### config.mk
export PLATFORM = sky130hd
export DESIGN_NAME = pwm_frame_sync_config
export DESIGN_NICKNAME = d
export VERILOG_FILES = /design/src/pwm_sync_decode.v /design/src/pwm_lock_counter.v /design/src/pwm_frame_sync_config.v
export VERILOG_INCLUDE_DIRS = /design/src /design/src/shared
export SDC_FILE = /design/constraint.sdc
export NUM_CORES = 1
export LEC_CHECK = 0
export BUFFER_PORTS_ARGS = -buffer_cell sky130_fd_sc_hd__buf_2
export CAP_MARGIN = 30
export CORE_MARGIN = 4
export CORE_UTILIZATION = 45
export CTS_CLUSTER_SIZE = 30
export DETAILED_ROUTE_END_ITERATION = 8
export PLACE_DENSITY = 0.7
export SLEW_MARGIN = 30
export SYNTH_ARGS = -nofsm -noshare
export SYNTH_HDL_FRONTEND = slang
export SYNTH_SLANG_ARGS = --single-unit
### constraint.sdc
create_clock -name mclk_i -period 2.3 [get_ports mclk_i]
set_input_delay 0.46 -clock mclk_i [delete_from_list [all_inputs] [get_ports mclk_i]]
set_output_delay 0.46 -clock mclk_i [all_outputs]
set_load 0.02 [all_outputs]
### src/shared/pwm_sync_defines.vh
// register map and field layout of the frame-sync configuration block
// assumes byte-wide registers, one per aligned 32-bit bus word
`ifndef PWM_SYNC_DEFINES_VH
`define PWM_SYNC_DEFINES_VH
`define DIV_HIGH_ADDR      8'ha6
`define DIV_LOW_CFG_ADDR   8'ha7
`define CTRL_ADDR          8'ha8
`define STATUS_ADDR        8'hac
`define DIV_HIGH_RESET     8'h00
`define DIV_LOW_CFG_RESET  8'h00
`define CTRL_RESET         8'h00
`define DIV_LOW_MSB        7
`define DIV_LOW_LSB        3
`define FREQ_RES_BIT       2
`define HYST_MSB           1
`define HYST_LSB           0
`define CTRL_SYNC_BIT      7
`define CTRL_RES_MSB       1
`define CTRL_RES_LSB       0
`define HYST_OFF           2'b00
`define HYST_RES11         2'b01
`define HYST_RES10         2'b10
`define HYST_RES8          2'b11
`define RESP_OKAY          2'b00
`define RESP_SLVERR        2'b10
`endif

### src/pwm_sync_decode.v
// decodes stored configuration into the controls of the pwm core
// assumes register values from the same clock domain
module pwm_sync_decode (
   input  wire [7:0]  div_high_i,
   input  wire [7:0]  div_low_cfg_i,
   input  wire        sync_enable_i,
   output reg  [12:0] lock_divider_o,
   output reg         divider_used_o,
   output reg         use_resistor_o,
   output reg  [3:0]  hyst_lsb_mask_o
);
`include "pwm_sync_defines.vh"
   always @* begin
      // divider high byte above the five upper bits of the low register
      lock_divider_o = {div_high_i,
         div_low_cfg_i[`DIV_LOW_MSB:`DIV_LOW_LSB]};
      divider_used_o = sync_enable_i;
      use_resistor_o = div_low_cfg_i[`FREQ_RES_BIT];
      // one-hot: off, 11-bit, 10-bit, 8-bit hysteresis step
      case (div_low_cfg_i[`HYST_MSB:`HYST_LSB])
         `HYST_OFF:   hyst_lsb_mask_o = 4'b0001;
         `HYST_RES11: hyst_lsb_mask_o = 4'b0010;
         `HYST_RES10: hyst_lsb_mask_o = 4'b0100;
         `HYST_RES8:  hyst_lsb_mask_o = 4'b1000;
         default:     hyst_lsb_mask_o = 4'b0001;
      endcase
   end
endmodule

### src/pwm_lock_counter.v
// frame-period counter of the lock loop, counts up to the divider, then restarts from zero
// assumes a one-cycle loop tick enable on the same clock
module pwm_lock_counter #(
   parameter WIDTH = 13
) (
   input  wire             mclk_i,
   input  wire             rst_b_i,
   input  wire             tick_i,
   input  wire             lock_i,
   input  wire [WIDTH-1:0] divider_i,
   output reg              frame_o
);
   reg [WIDTH-1:0] count;
   always @(posedge mclk_i or negedge rst_b_i) begin
      if (!rst_b_i) begin
         count   <= {WIDTH{1'b0}};
         frame_o <= 1'b0;
      end else begin
         frame_o <= 1'b0;
         if (!lock_i) begin
            // lock off: count held at zero, the divider is not looked at
            count <= {WIDTH{1'b0}};
         end else if (tick_i) begin
            if (count >= divider_i) begin
               count   <= {WIDTH{1'b0}};
               frame_o <= 1'b1;
            end else begin
               count <= count + {{(WIDTH-1){1'b0}}, 1'b1};
            end
         end
      end
   end
endmodule

### src/pwm_frame_sync_config.v
// AXI4-Lite register file and lock-loop rate control of the backlight pwm
// assumes a 50 MHz mclk_i, synchronous AXI master, async frame-sync pin
module pwm_frame_sync_config (
   input  wire        mclk_i,
   input  wire        rst_b_i,
   input  wire [9:0]  s_axi_awaddr_i,
   input  wire        s_axi_awvalid_i,
   output reg         s_axi_awready_o,
   input  wire [31:0] s_axi_wdata_i,
   input  wire [3:0]  s_axi_wstrb_i,
   input  wire        s_axi_wvalid_i,
   output reg         s_axi_wready_o,
   output reg  [1:0]  s_axi_bresp_o,
   output reg         s_axi_bvalid_o,
   input  wire        s_axi_bready_i,
   input  wire [9:0]  s_axi_araddr_i,
   input  wire        s_axi_arvalid_i,
   output reg         s_axi_arready_o,
   output reg  [31:0] s_axi_rdata_o,
   output reg  [1:0]  s_axi_rresp_o,
   output reg         s_axi_rvalid_o,
   input  wire        s_axi_rready_i,
   input  wire [1:0]  output_freq_select_i,
   input  wire        frame_sync_i,
   output reg  [12:0] lock_divider_o,
   output reg         lock_enable_o,
   output reg  [3:0]  loop_rate_onehot_o,
   output reg         freq_set_resistor_en_o,
   output reg  [1:0]  output_freq_select_o,
   output reg  [3:0]  hyst_lsb_mask_o,
   output reg         loop_tick_o,
   output reg         frame_edge_o
);
`include "pwm_sync_defines.vh"
   reg  [7:0]  div_high;
   reg  [7:0]  div_low_cfg;
   reg  [7:0]  ctrl;
   reg  [9:0]  aw_addr;
   reg  [7:0]  w_data;
   reg         w_lane0;
   reg         aw_held;
   reg         w_held;
   reg  [2:0]  rate_cnt;
   reg         sync_meta;
   reg         sync_sync;
   reg         sync_last;
   reg         lock_seen;
   wire [12:0] divider;
   wire        divider_used;
   wire        use_resistor;
   wire [3:0]  hyst_mask;
   wire        frame_done;
   reg  [2:0]  rate_top;
   reg         rate_tick;

   // offsets are word indices; byte address is four times the index
   function [7:0] word_index;
      input [9:0] addr;
      begin
         word_index = (addr[1:0] == 2'b00) ? addr[9:2] : 8'hff;
      end
   endfunction

   // true for any index this block answers
   function mapped;
      input [7:0] idx;
      begin
         mapped = (idx == `DIV_HIGH_ADDR) ||
                  (idx == `DIV_LOW_CFG_ADDR) ||
                  (idx == `CTRL_ADDR) ||
                  (idx == `STATUS_ADDR);
      end
   endfunction

   // registers are byte wide, each in the low byte of its word
   function [7:0] read_word;
      input [7:0] idx;
      begin
         case (idx)
            `DIV_HIGH_ADDR:    read_word = div_high;
            `DIV_LOW_CFG_ADDR: read_word = div_low_cfg;
            `CTRL_ADDR:        read_word = ctrl;
            `STATUS_ADDR:      read_word = {6'h00, lock_seen, sync_sync};
            default:           read_word = 8'h00;
         endcase
      end
   endfunction

   // write address and data captured in either order
   always @(posedge mclk_i or negedge rst_b_i) begin
      if (!rst_b_i) begin
         s_axi_awready_o <= 1'b1;
         s_axi_wready_o  <= 1'b1;
         s_axi_bvalid_o  <= 1'b0;
         s_axi_bresp_o   <= `RESP_OKAY;
         aw_addr         <= 10'h000;
         w_data          <= 8'h00;
         w_lane0         <= 1'b0;
         aw_held         <= 1'b0;
         w_held          <= 1'b0;
         div_high        <= `DIV_HIGH_RESET;
         div_low_cfg     <= `DIV_LOW_CFG_RESET;
         ctrl            <= `CTRL_RESET;
      end else begin
         if (s_axi_awvalid_i && s_axi_awready_o) begin
            aw_addr         <= s_axi_awaddr_i;
            aw_held         <= 1'b1;
            s_axi_awready_o <= 1'b0;
         end
         if (s_axi_wvalid_i && s_axi_wready_o) begin
            w_data         <= s_axi_wdata_i[7:0];
            w_lane0        <= s_axi_wstrb_i[0];
            w_held         <= 1'b1;
            s_axi_wready_o <= 1'b0;
         end
         if (aw_held && w_held && !s_axi_bvalid_o) begin
            aw_held        <= 1'b0;
            w_held         <= 1'b0;
            s_axi_bvalid_o <= 1'b1;
            s_axi_bresp_o  <= mapped(word_index(aw_addr)) ?
                              `RESP_OKAY : `RESP_SLVERR;
            if (w_lane0) begin
               case (word_index(aw_addr))
                  `DIV_HIGH_ADDR:    div_high <= w_data;
                  `DIV_LOW_CFG_ADDR: div_low_cfg <= w_data;
                  `CTRL_ADDR:        ctrl <= w_data;
                  default:           ctrl <= ctrl;
               endcase
            end
         end
         if (s_axi_bvalid_o && s_axi_bready_i) begin
            s_axi_bvalid_o  <= 1'b0;
            s_axi_awready_o <= 1'b1;
            s_axi_wready_o  <= 1'b1;
         end
      end
   end

   // read channel: one cycle from address to data
   always @(posedge mclk_i or negedge rst_b_i) begin
      if (!rst_b_i) begin
         s_axi_arready_o <= 1'b1;
         s_axi_rvalid_o  <= 1'b0;
         s_axi_rdata_o   <= 32'h0000_0000;
         s_axi_rresp_o   <= `RESP_OKAY;
      end else begin
         if (s_axi_arvalid_i && s_axi_arready_o) begin
            s_axi_arready_o <= 1'b0;
            s_axi_rvalid_o  <= 1'b1;
            s_axi_rdata_o   <= {24'h00_0000,
                                read_word(word_index(s_axi_araddr_i))};
            s_axi_rresp_o   <= mapped(word_index(s_axi_araddr_i)) ?
                               `RESP_OKAY : `RESP_SLVERR;
         end else if (s_axi_rvalid_o && s_axi_rready_i) begin
            s_axi_rvalid_o  <= 1'b0;
            s_axi_arready_o <= 1'b1;
         end
      end
   end

   pwm_sync_decode u_decode (
      .div_high_i      (div_high),
      .div_low_cfg_i   (div_low_cfg),
      .sync_enable_i   (ctrl[`CTRL_SYNC_BIT]),
      .lock_divider_o  (divider),
      .divider_used_o  (divider_used),
      .use_resistor_o  (use_resistor),
      .hyst_lsb_mask_o (hyst_mask)
   );

   // loop tick: 50 MHz divided down; 40 MHz not reachable, runs at clock
   always @* begin
      case (ctrl[`CTRL_RES_MSB:`CTRL_RES_LSB])
         2'b00:   rate_top = 3'd7;
         2'b01:   rate_top = 3'd4;
         2'b10:   rate_top = 3'd1;
         2'b11:   rate_top = 3'd0;
         default: rate_top = 3'd0;
      endcase
      rate_tick = (rate_cnt >= rate_top);
   end

   always @(posedge mclk_i or negedge rst_b_i) begin
      if (!rst_b_i) begin
         rate_cnt <= 3'd0;
      end else if (rate_tick) begin
         rate_cnt <= 3'd0;
      end else begin
         rate_cnt <= rate_cnt + 3'd1;
      end
   end

   pwm_lock_counter #(
      .WIDTH (13)
   ) u_counter (
      .mclk_i    (mclk_i),
      .rst_b_i   (rst_b_i),
      .tick_i    (rate_tick),
      .lock_i    (divider_used),
      .divider_i (divider),
      .frame_o   (frame_done)
   );

   // frame-sync pin passes two flops before edge detection
   always @(posedge mclk_i or negedge rst_b_i) begin
      if (!rst_b_i) begin
         sync_meta <= 1'b0;
         sync_sync <= 1'b0;
         sync_last <= 1'b0;
         lock_seen <= 1'b0;
      end else begin
         sync_meta <= frame_sync_i;
         sync_sync <= sync_meta;
         sync_last <= sync_sync;
         if (!divider_used) begin
            lock_seen <= 1'b0;
         end else if (frame_done) begin
            lock_seen <= 1'b1;
         end
      end
   end

   // all outputs registered
   always @(posedge mclk_i or negedge rst_b_i) begin
      if (!rst_b_i) begin
         lock_divider_o         <= 13'h0000;
         lock_enable_o          <= 1'b0;
         loop_rate_onehot_o     <= 4'b0001;
         freq_set_resistor_en_o <= 1'b0;
         output_freq_select_o   <= 2'b00;
         hyst_lsb_mask_o        <= 4'b0001;
         loop_tick_o            <= 1'b0;
         frame_edge_o           <= 1'b0;
      end else begin
         lock_divider_o     <= divider_used ? divider : 13'h0000;
         lock_enable_o      <= divider_used;
         loop_rate_onehot_o <= 4'b0001 <<
                               ctrl[`CTRL_RES_MSB:`CTRL_RES_LSB];
         freq_set_resistor_en_o <= use_resistor;
         // selected field is passed on only while the resistor is off
         output_freq_select_o <= use_resistor ?
                                 2'b00 : output_freq_select_i;
         hyst_lsb_mask_o <= hyst_mask;
         loop_tick_o     <= rate_tick;
         frame_edge_o    <= divider_used && sync_sync && !sync_last;
      end
   end
endmodule

# == Word level (Yosys, flattened, before mapping) ==
# Cells that the tools add are included.
# totals
register_bits,110
input_bits,66
output_inout_bits,68
elab_cells,114
# classes
addsub,2
magnitude_cmp,2
n_eq_ne,16
shifts,1
mux,32
reduce_logical,30
# ops
cell,n
"8-bit equality test, second input constant",8
13-bit two-way mux,4
8-bit one-hot mux with 4 select lines,1
1-bit two-way mux,19
8-bit two-way mux,2
4-bit one-hot mux with 4 select lines,1
"13-bit by 1-bit adder with 13-bit output, second input constant",1
13-bit greater-or-equal comparator,1
3-bit one-hot mux with 4 select lines,1
2-bit nonzero test,6
1-bit logical AND,9
3-bit AND reduction,3
"2-bit equality test, second input constant",4
2-bit logical NOT,4
1-bit logical OR,6
2-bit two-way mux,3
"2-bit by 1-bit equality test with 1-bit output, second input constant",2
"2-bit by 1-bit inequality test with 1-bit output, second input constant",2
"1-bit by 2-bit << shifter with 4-bit output, first input constant",1
"3-bit by 1-bit adder with 3-bit output, second input constant",1
3-bit greater-or-equal comparator,1
3-bit two-way mux,1
1-bit logical NOT,2

# == Logic depth before layout (Yosys ltp) ==
# depth
word_depth,7
mapped_depth,8

# == By module ==
# A second synthesis with hierarchy kept.
# unflattened
cells_unflattened,448
hier_area_um2,5221.3
# modules_own_cells
mod,n_inst,cells_per_inst,area_each_um2
pwm_frame_sync_config,1,288,3870.0
pwm_lock_counter,1,141,1212.4
pwm_sync_decode,1,19,138.9

# == Worst setup path after synthesis ==
# Ideal clock, no wire load.
# synth_timing
kind,register to register
from,register ctrl[0]
to,register u_counter.count[9]
arrival_time_ns,1.879
required_time_ns,2.199
slack_ns,0.320
path_stages_with_launch,9
n_path_buf,1
cell_sequence,dfrtp_1 -> or2_2 -> ha_1 -> and2_1 -> a21boi_2 -> and2_1 -> buf_1 -> nand2_1 -> o311ai_2
# synth_between
elab_chain_len,4
# synth_rtl
item,line,source
start: declaration,pwm_frame_sync_config.v:37,reg [7:0] ctrl;
start signal: assignment,pwm_frame_sync_config.v:103,ctrl <= `CTRL_RESET;
start signal: assignment,pwm_frame_sync_config.v:126,`CTRL_ADDR: ctrl <= w_data;
start signal: assignment,pwm_frame_sync_config.v:127,default: ctrl <= ctrl;
"2-bit equality test, or another cell as far along",pwm_frame_sync_config.v:173,case (ctrl[`CTRL_RES_MSB:`CTRL_RES_LSB])
3-bit one-hot mux with 4 select lines *,pwm_frame_sync_config.v:173,
3-bit greater-or-equal comparator *,pwm_frame_sync_config.v:180,rate_tick = (rate_cnt >= rate_top);
2-bit by 1-bit inequality test with 1-bit output (no line) *,n/a,
end signal: assignment,pwm_lock_counter.v:22,count <= {WIDTH{1'b0}};
end signal: assignment,pwm_lock_counter.v:25,count <= {WIDTH{1'b0}};
end signal: assignment,pwm_lock_counter.v:28,"count <= count + {{(WIDTH-1){1'b0}}, 1'b1};"
end: declaration,pwm_lock_counter.v:13,reg [WIDTH-1:0] count;
# Mark *: on every way between the ends. The rest lies on a longest branch, timed or not.
# A chain may end at the register's enable or synchronous reset.

# == Final worst setup path ==
# layout_timing
from,register ctrl[1]
to,register u_counter.count[3]
# The elaborated chain is that of the path after synthesis.

==> results.md <==
- Slowest CP cell: dfrtp_1
- Number of global-route vias before repair: about 3600
- Layout Nets: slightly above 600
- Port-buffer cells: 80
- Status: finished clean
- Max_slew headroom: 0.6080
- Reg-to-reg startpoint: ctrl[1]
- Mapped cell area: between 0.005 and 0.006 mm^2
- Synth Flop Type: dfrtp_1
- Worst r2r path cells: 7
- Fillcell total: 975
- Power Dens Cells: a little over 700 mW/mm^2
- Combinational share of power: 0.118
- Async SR Flop Fraction: 1.000
- Total gr overflow: 0
- Final Util: 0.5448
- Yosys top cell area share: 0.5031
- WS Path Type: reg -> reg
- Multiplexer share of the synthesized area: 0.08449
- Post-synth top area cell: dfrtp_1
- CP Capture Type: flip-flop
- CP arrival: ~2.3 ns
- DRT Wirelength: 10.96 mm
- Period minus WS final: 2.097 ns
- Compound-Gate Fraction of Synth Area: 0.1136
- Hold Path Sink: sync_meta
- Worst skew pair latency: between 0.3 and 0.4 ns
- Global Route met2 Usage: 0.2829
- Worst setup margin: between 0.2 and 0.25 ns
- Synthesis Warnings: 0
- Dpl ws: between 0.2 and 0.25 ns
- I/O Pins: 134
- Area of the core: 0.01098 mm^2
- Most Crowded Layer GR: met2
- Sequential power share: 0.534
- Worst-path maximum fanout: 8
- CTS resizes: 0
- Vias per Instance: about 5.2
- Final GP Congestion: just over 0.8
- Clock power frac: 0.348
- Root buffer cell: clkbuf_16
- Antenna violations before repair: 0
- Pin count of the biggest net entering global routing: 52
- Worst Skew: about 0.011 ns
- Die Footprint: 0.01316 mm^2
- GRT met3 Usage: 0.02537
- Num CTS Buffers: 9
- Max-Cap Viols: 0
- 1st-pass router iterations: 4
- RSZ-0062 raised after global routing: false
- Largest family of logic cells by synthesized area: simple AND/OR/NAND/NOR gates
- Hold Path Class: in -> reg
- Seq/Total Area, Yosys: 0.5287
- First-pass GRT wire length: approximately 18 mm
- Crit path top cell by count: and2_1
- Leakage power: 0.002891 uW
- Hold Path Depth: 1
- Simple-Gate Fraction of Synth Area: 0.1604
- Initial DRC Count: between 150 and 200
- Fraction of layout cells with a size suffix above 1: 0.3346
- Clock sink total: approximately 110
- Clock Tree Buf Depth: 2
- Slowest stage delay, CP: around 0.44 ns
- Die W: about 110 um
- Gr usage total: 0.1725
- Setup TNS: 0 ns
- Grt met1 use: 0.2345
- Area contributors post-synth: dfrtp_1 50%, mux2_2 7.5%, ha_1 4.4%, buf_4 3.8%, nand2_1 3.4%
- Finish-stage setup viols: 0
- Actual slew at the worst max-slew pin: ~0.59 ns
- Synth-to-Final Area Change: 16.78%
- Top cells by count, synth: 103 x dfrtp_1, 46 x nand2_1, 34 x mux2_2
- Post-Place Cell Area: roughly 0.0057 mm^2
- Most numerous cell in the Yosys netlist: dfrtp_1
- Fmax: ~480 MHz
- Synthesized area per cell: ~12 um^2
- Adder-Cell Fraction of Synth Area: 0.04396
- R2R Path End: u_counter.count[3]
- Clk slew on worst S/H paths: 0.08 ns
- Number of flops mapped to enable cells by yosys: 0
- Hpwl dp: around 8 mm
- Final instance area: roughly 0.0060 mm^2
- Wire length per cell after detailed routing: ~16 um
- Worst path required time: ~2.5 ns
- Starting Density: 0.4665
- Worst-path cell chain: or2_2 -> ha_1 -> and2_1 -> a21boi_2 -> and2_1 -> nand2_1 -> o311ai_2
- ANT nets after route: 0
- Via count: 3555
- Worst Setup Start Kind: flip-flop
- Antenna Cells: 0
- Switching share of power: 0.2771
- XOR/XNOR Fraction of Synth Area: 0.001709
- Row count: 38
- Synthesis-stage register bit count: approximately 110
- Cell variety after synth: 62
- Crit share post-route: 0.9119
- Synth Instances: 440
- Final slew viol count: 0
- Htree depth: 3
- Final hold vios: 0
- Remaining routing DRC violations: 0
- Die Y: approximately 110 um
- Sw power: between 1000 and 1500 uW
- Internal: roughly 3100 uW
- HP Start: frame_sync_i
- Internal reg-to-reg setup slack: ~0.20 ns
- CTS tree: done
- Peak supply drop: between 0.3 and 0.4 mV
-- flip-flops by register name (all words and copies together), names as in the netlist, 2 cells and up --
signal	cells
output_freq_select_o	2
ctrl	8
rate_cnt	3
div_low_cfg	8
aw_addr	10
w_data	8
u_counter.count	13
lock_divider_o	13
hyst_lsb_mask_o	4
div_high	8
loop_rate_onehot_o	4
s_axi_rdata_o	8
-- layer usage --
| metal | wire, um | vias to the layer above |
|---|---|---|
| met5 | 0 | - |
| met4 | 177 | 0 |
| met3 | 528 | 13 |
| met2 | 5329 | 91 |
| met1 | 4927 | 1762 |
| li1 | - | 1689 |
-- worst max-delay path: cells and delay by family, from the launching register on --
kind | cells | cell delay (ns)
compound gates | 2 | 0.32
simple gates | 4 | 0.96
fa+ha+maj | 1 | 0.27
flops | 1 | 0.44
-- layout by cell type (no fill, tap or decap), drive strengths merged, types with 15 or more instances in the layout --
cell type	instances
inv	30
and2	19
o21ai	26
nand2	47
nand3	15
conb	26
ha	18
mux2	34
buf	96
dfrtp	103
-- power by group through the flow --
stage	logic, uW	clock network [uW]	registers (uW)
CTS	521	1540	2320
global placement	493	0	2330
global route	576	1620	2340
detailed placement	520	0	2350
finish	512	1510	2310
floorplan	371	0	2310
-- through the flow --
stage                     cells  total power [uW]  hold slack [ns]
after detailed placement    664              2871           0.3427
after CTS                   681              4372           0.2206
after global placement      664              2823           0.3453
final                       681              4332           0.2262
after global routing        681              4540           0.2210
after floorplan             465              2685           0.1644
-- repair_timing --
action	4_1_cts	5_1_grt
hold buffers	1	0
endpoints found under the hold margin	16	0
setup endpoints to repair	0	0
setup buffers	0	0
-- layout make-up --
cell class / count / area [um^2] / share of cell area
multi-input combinational: 295 / 2168 / 0.3624
inverter: 25 / 93.84 / 0.01568
timing repair buffer: 97 / 545.5 / 0.09118
clock buffer: 10 / 229.0 / 0.03827
sequential: 108 / 2709 / 0.4527
tap: 140 / 175.2 / 0.02928
clock inverter: 6 / 62.56 / 0.01046
-- worst max path at each step --
| stage | slack (ns) | start | cells past startpoint | end |
|---|---|---|---|---|
| 6_report | 0.20 | ctrl[1] | 7 | u_counter.count[3] |
| 2_1_floorplan | 0.32 | ctrl[0] | 8 | u_counter.count[9] |
| 3_3_place_gp | 0.27 | div_low_cfg[7] | 7 | u_counter.count[3] |
| 4_1_cts | 0.19 | u_counter.count[3] | 6 | u_counter.count[3] |
| 5_1_grt | 0.07 | u_counter.count[5] | 6 | u_counter.count[3] |
| 3_5_place_dp | 0.22 | u_counter.count[3] | 6 | u_counter.count[3] |
-- kinds of logic (layout without fill, tap and decap cells) --
family                   count (synthesis)  count (layout)
AND/OR/NAND/NOR                        135             135
buffers and inverters                   62             138
AO/OA/AOI/OAI                           76              76
other                                    1              26
multiplexers                            39              39
adder cells (fa/ha/maj)                 18              18
flip-flops                             108             108
XOR/XNOR                                 1               1
Note: power is estimated with default switching activity, not from simulation.
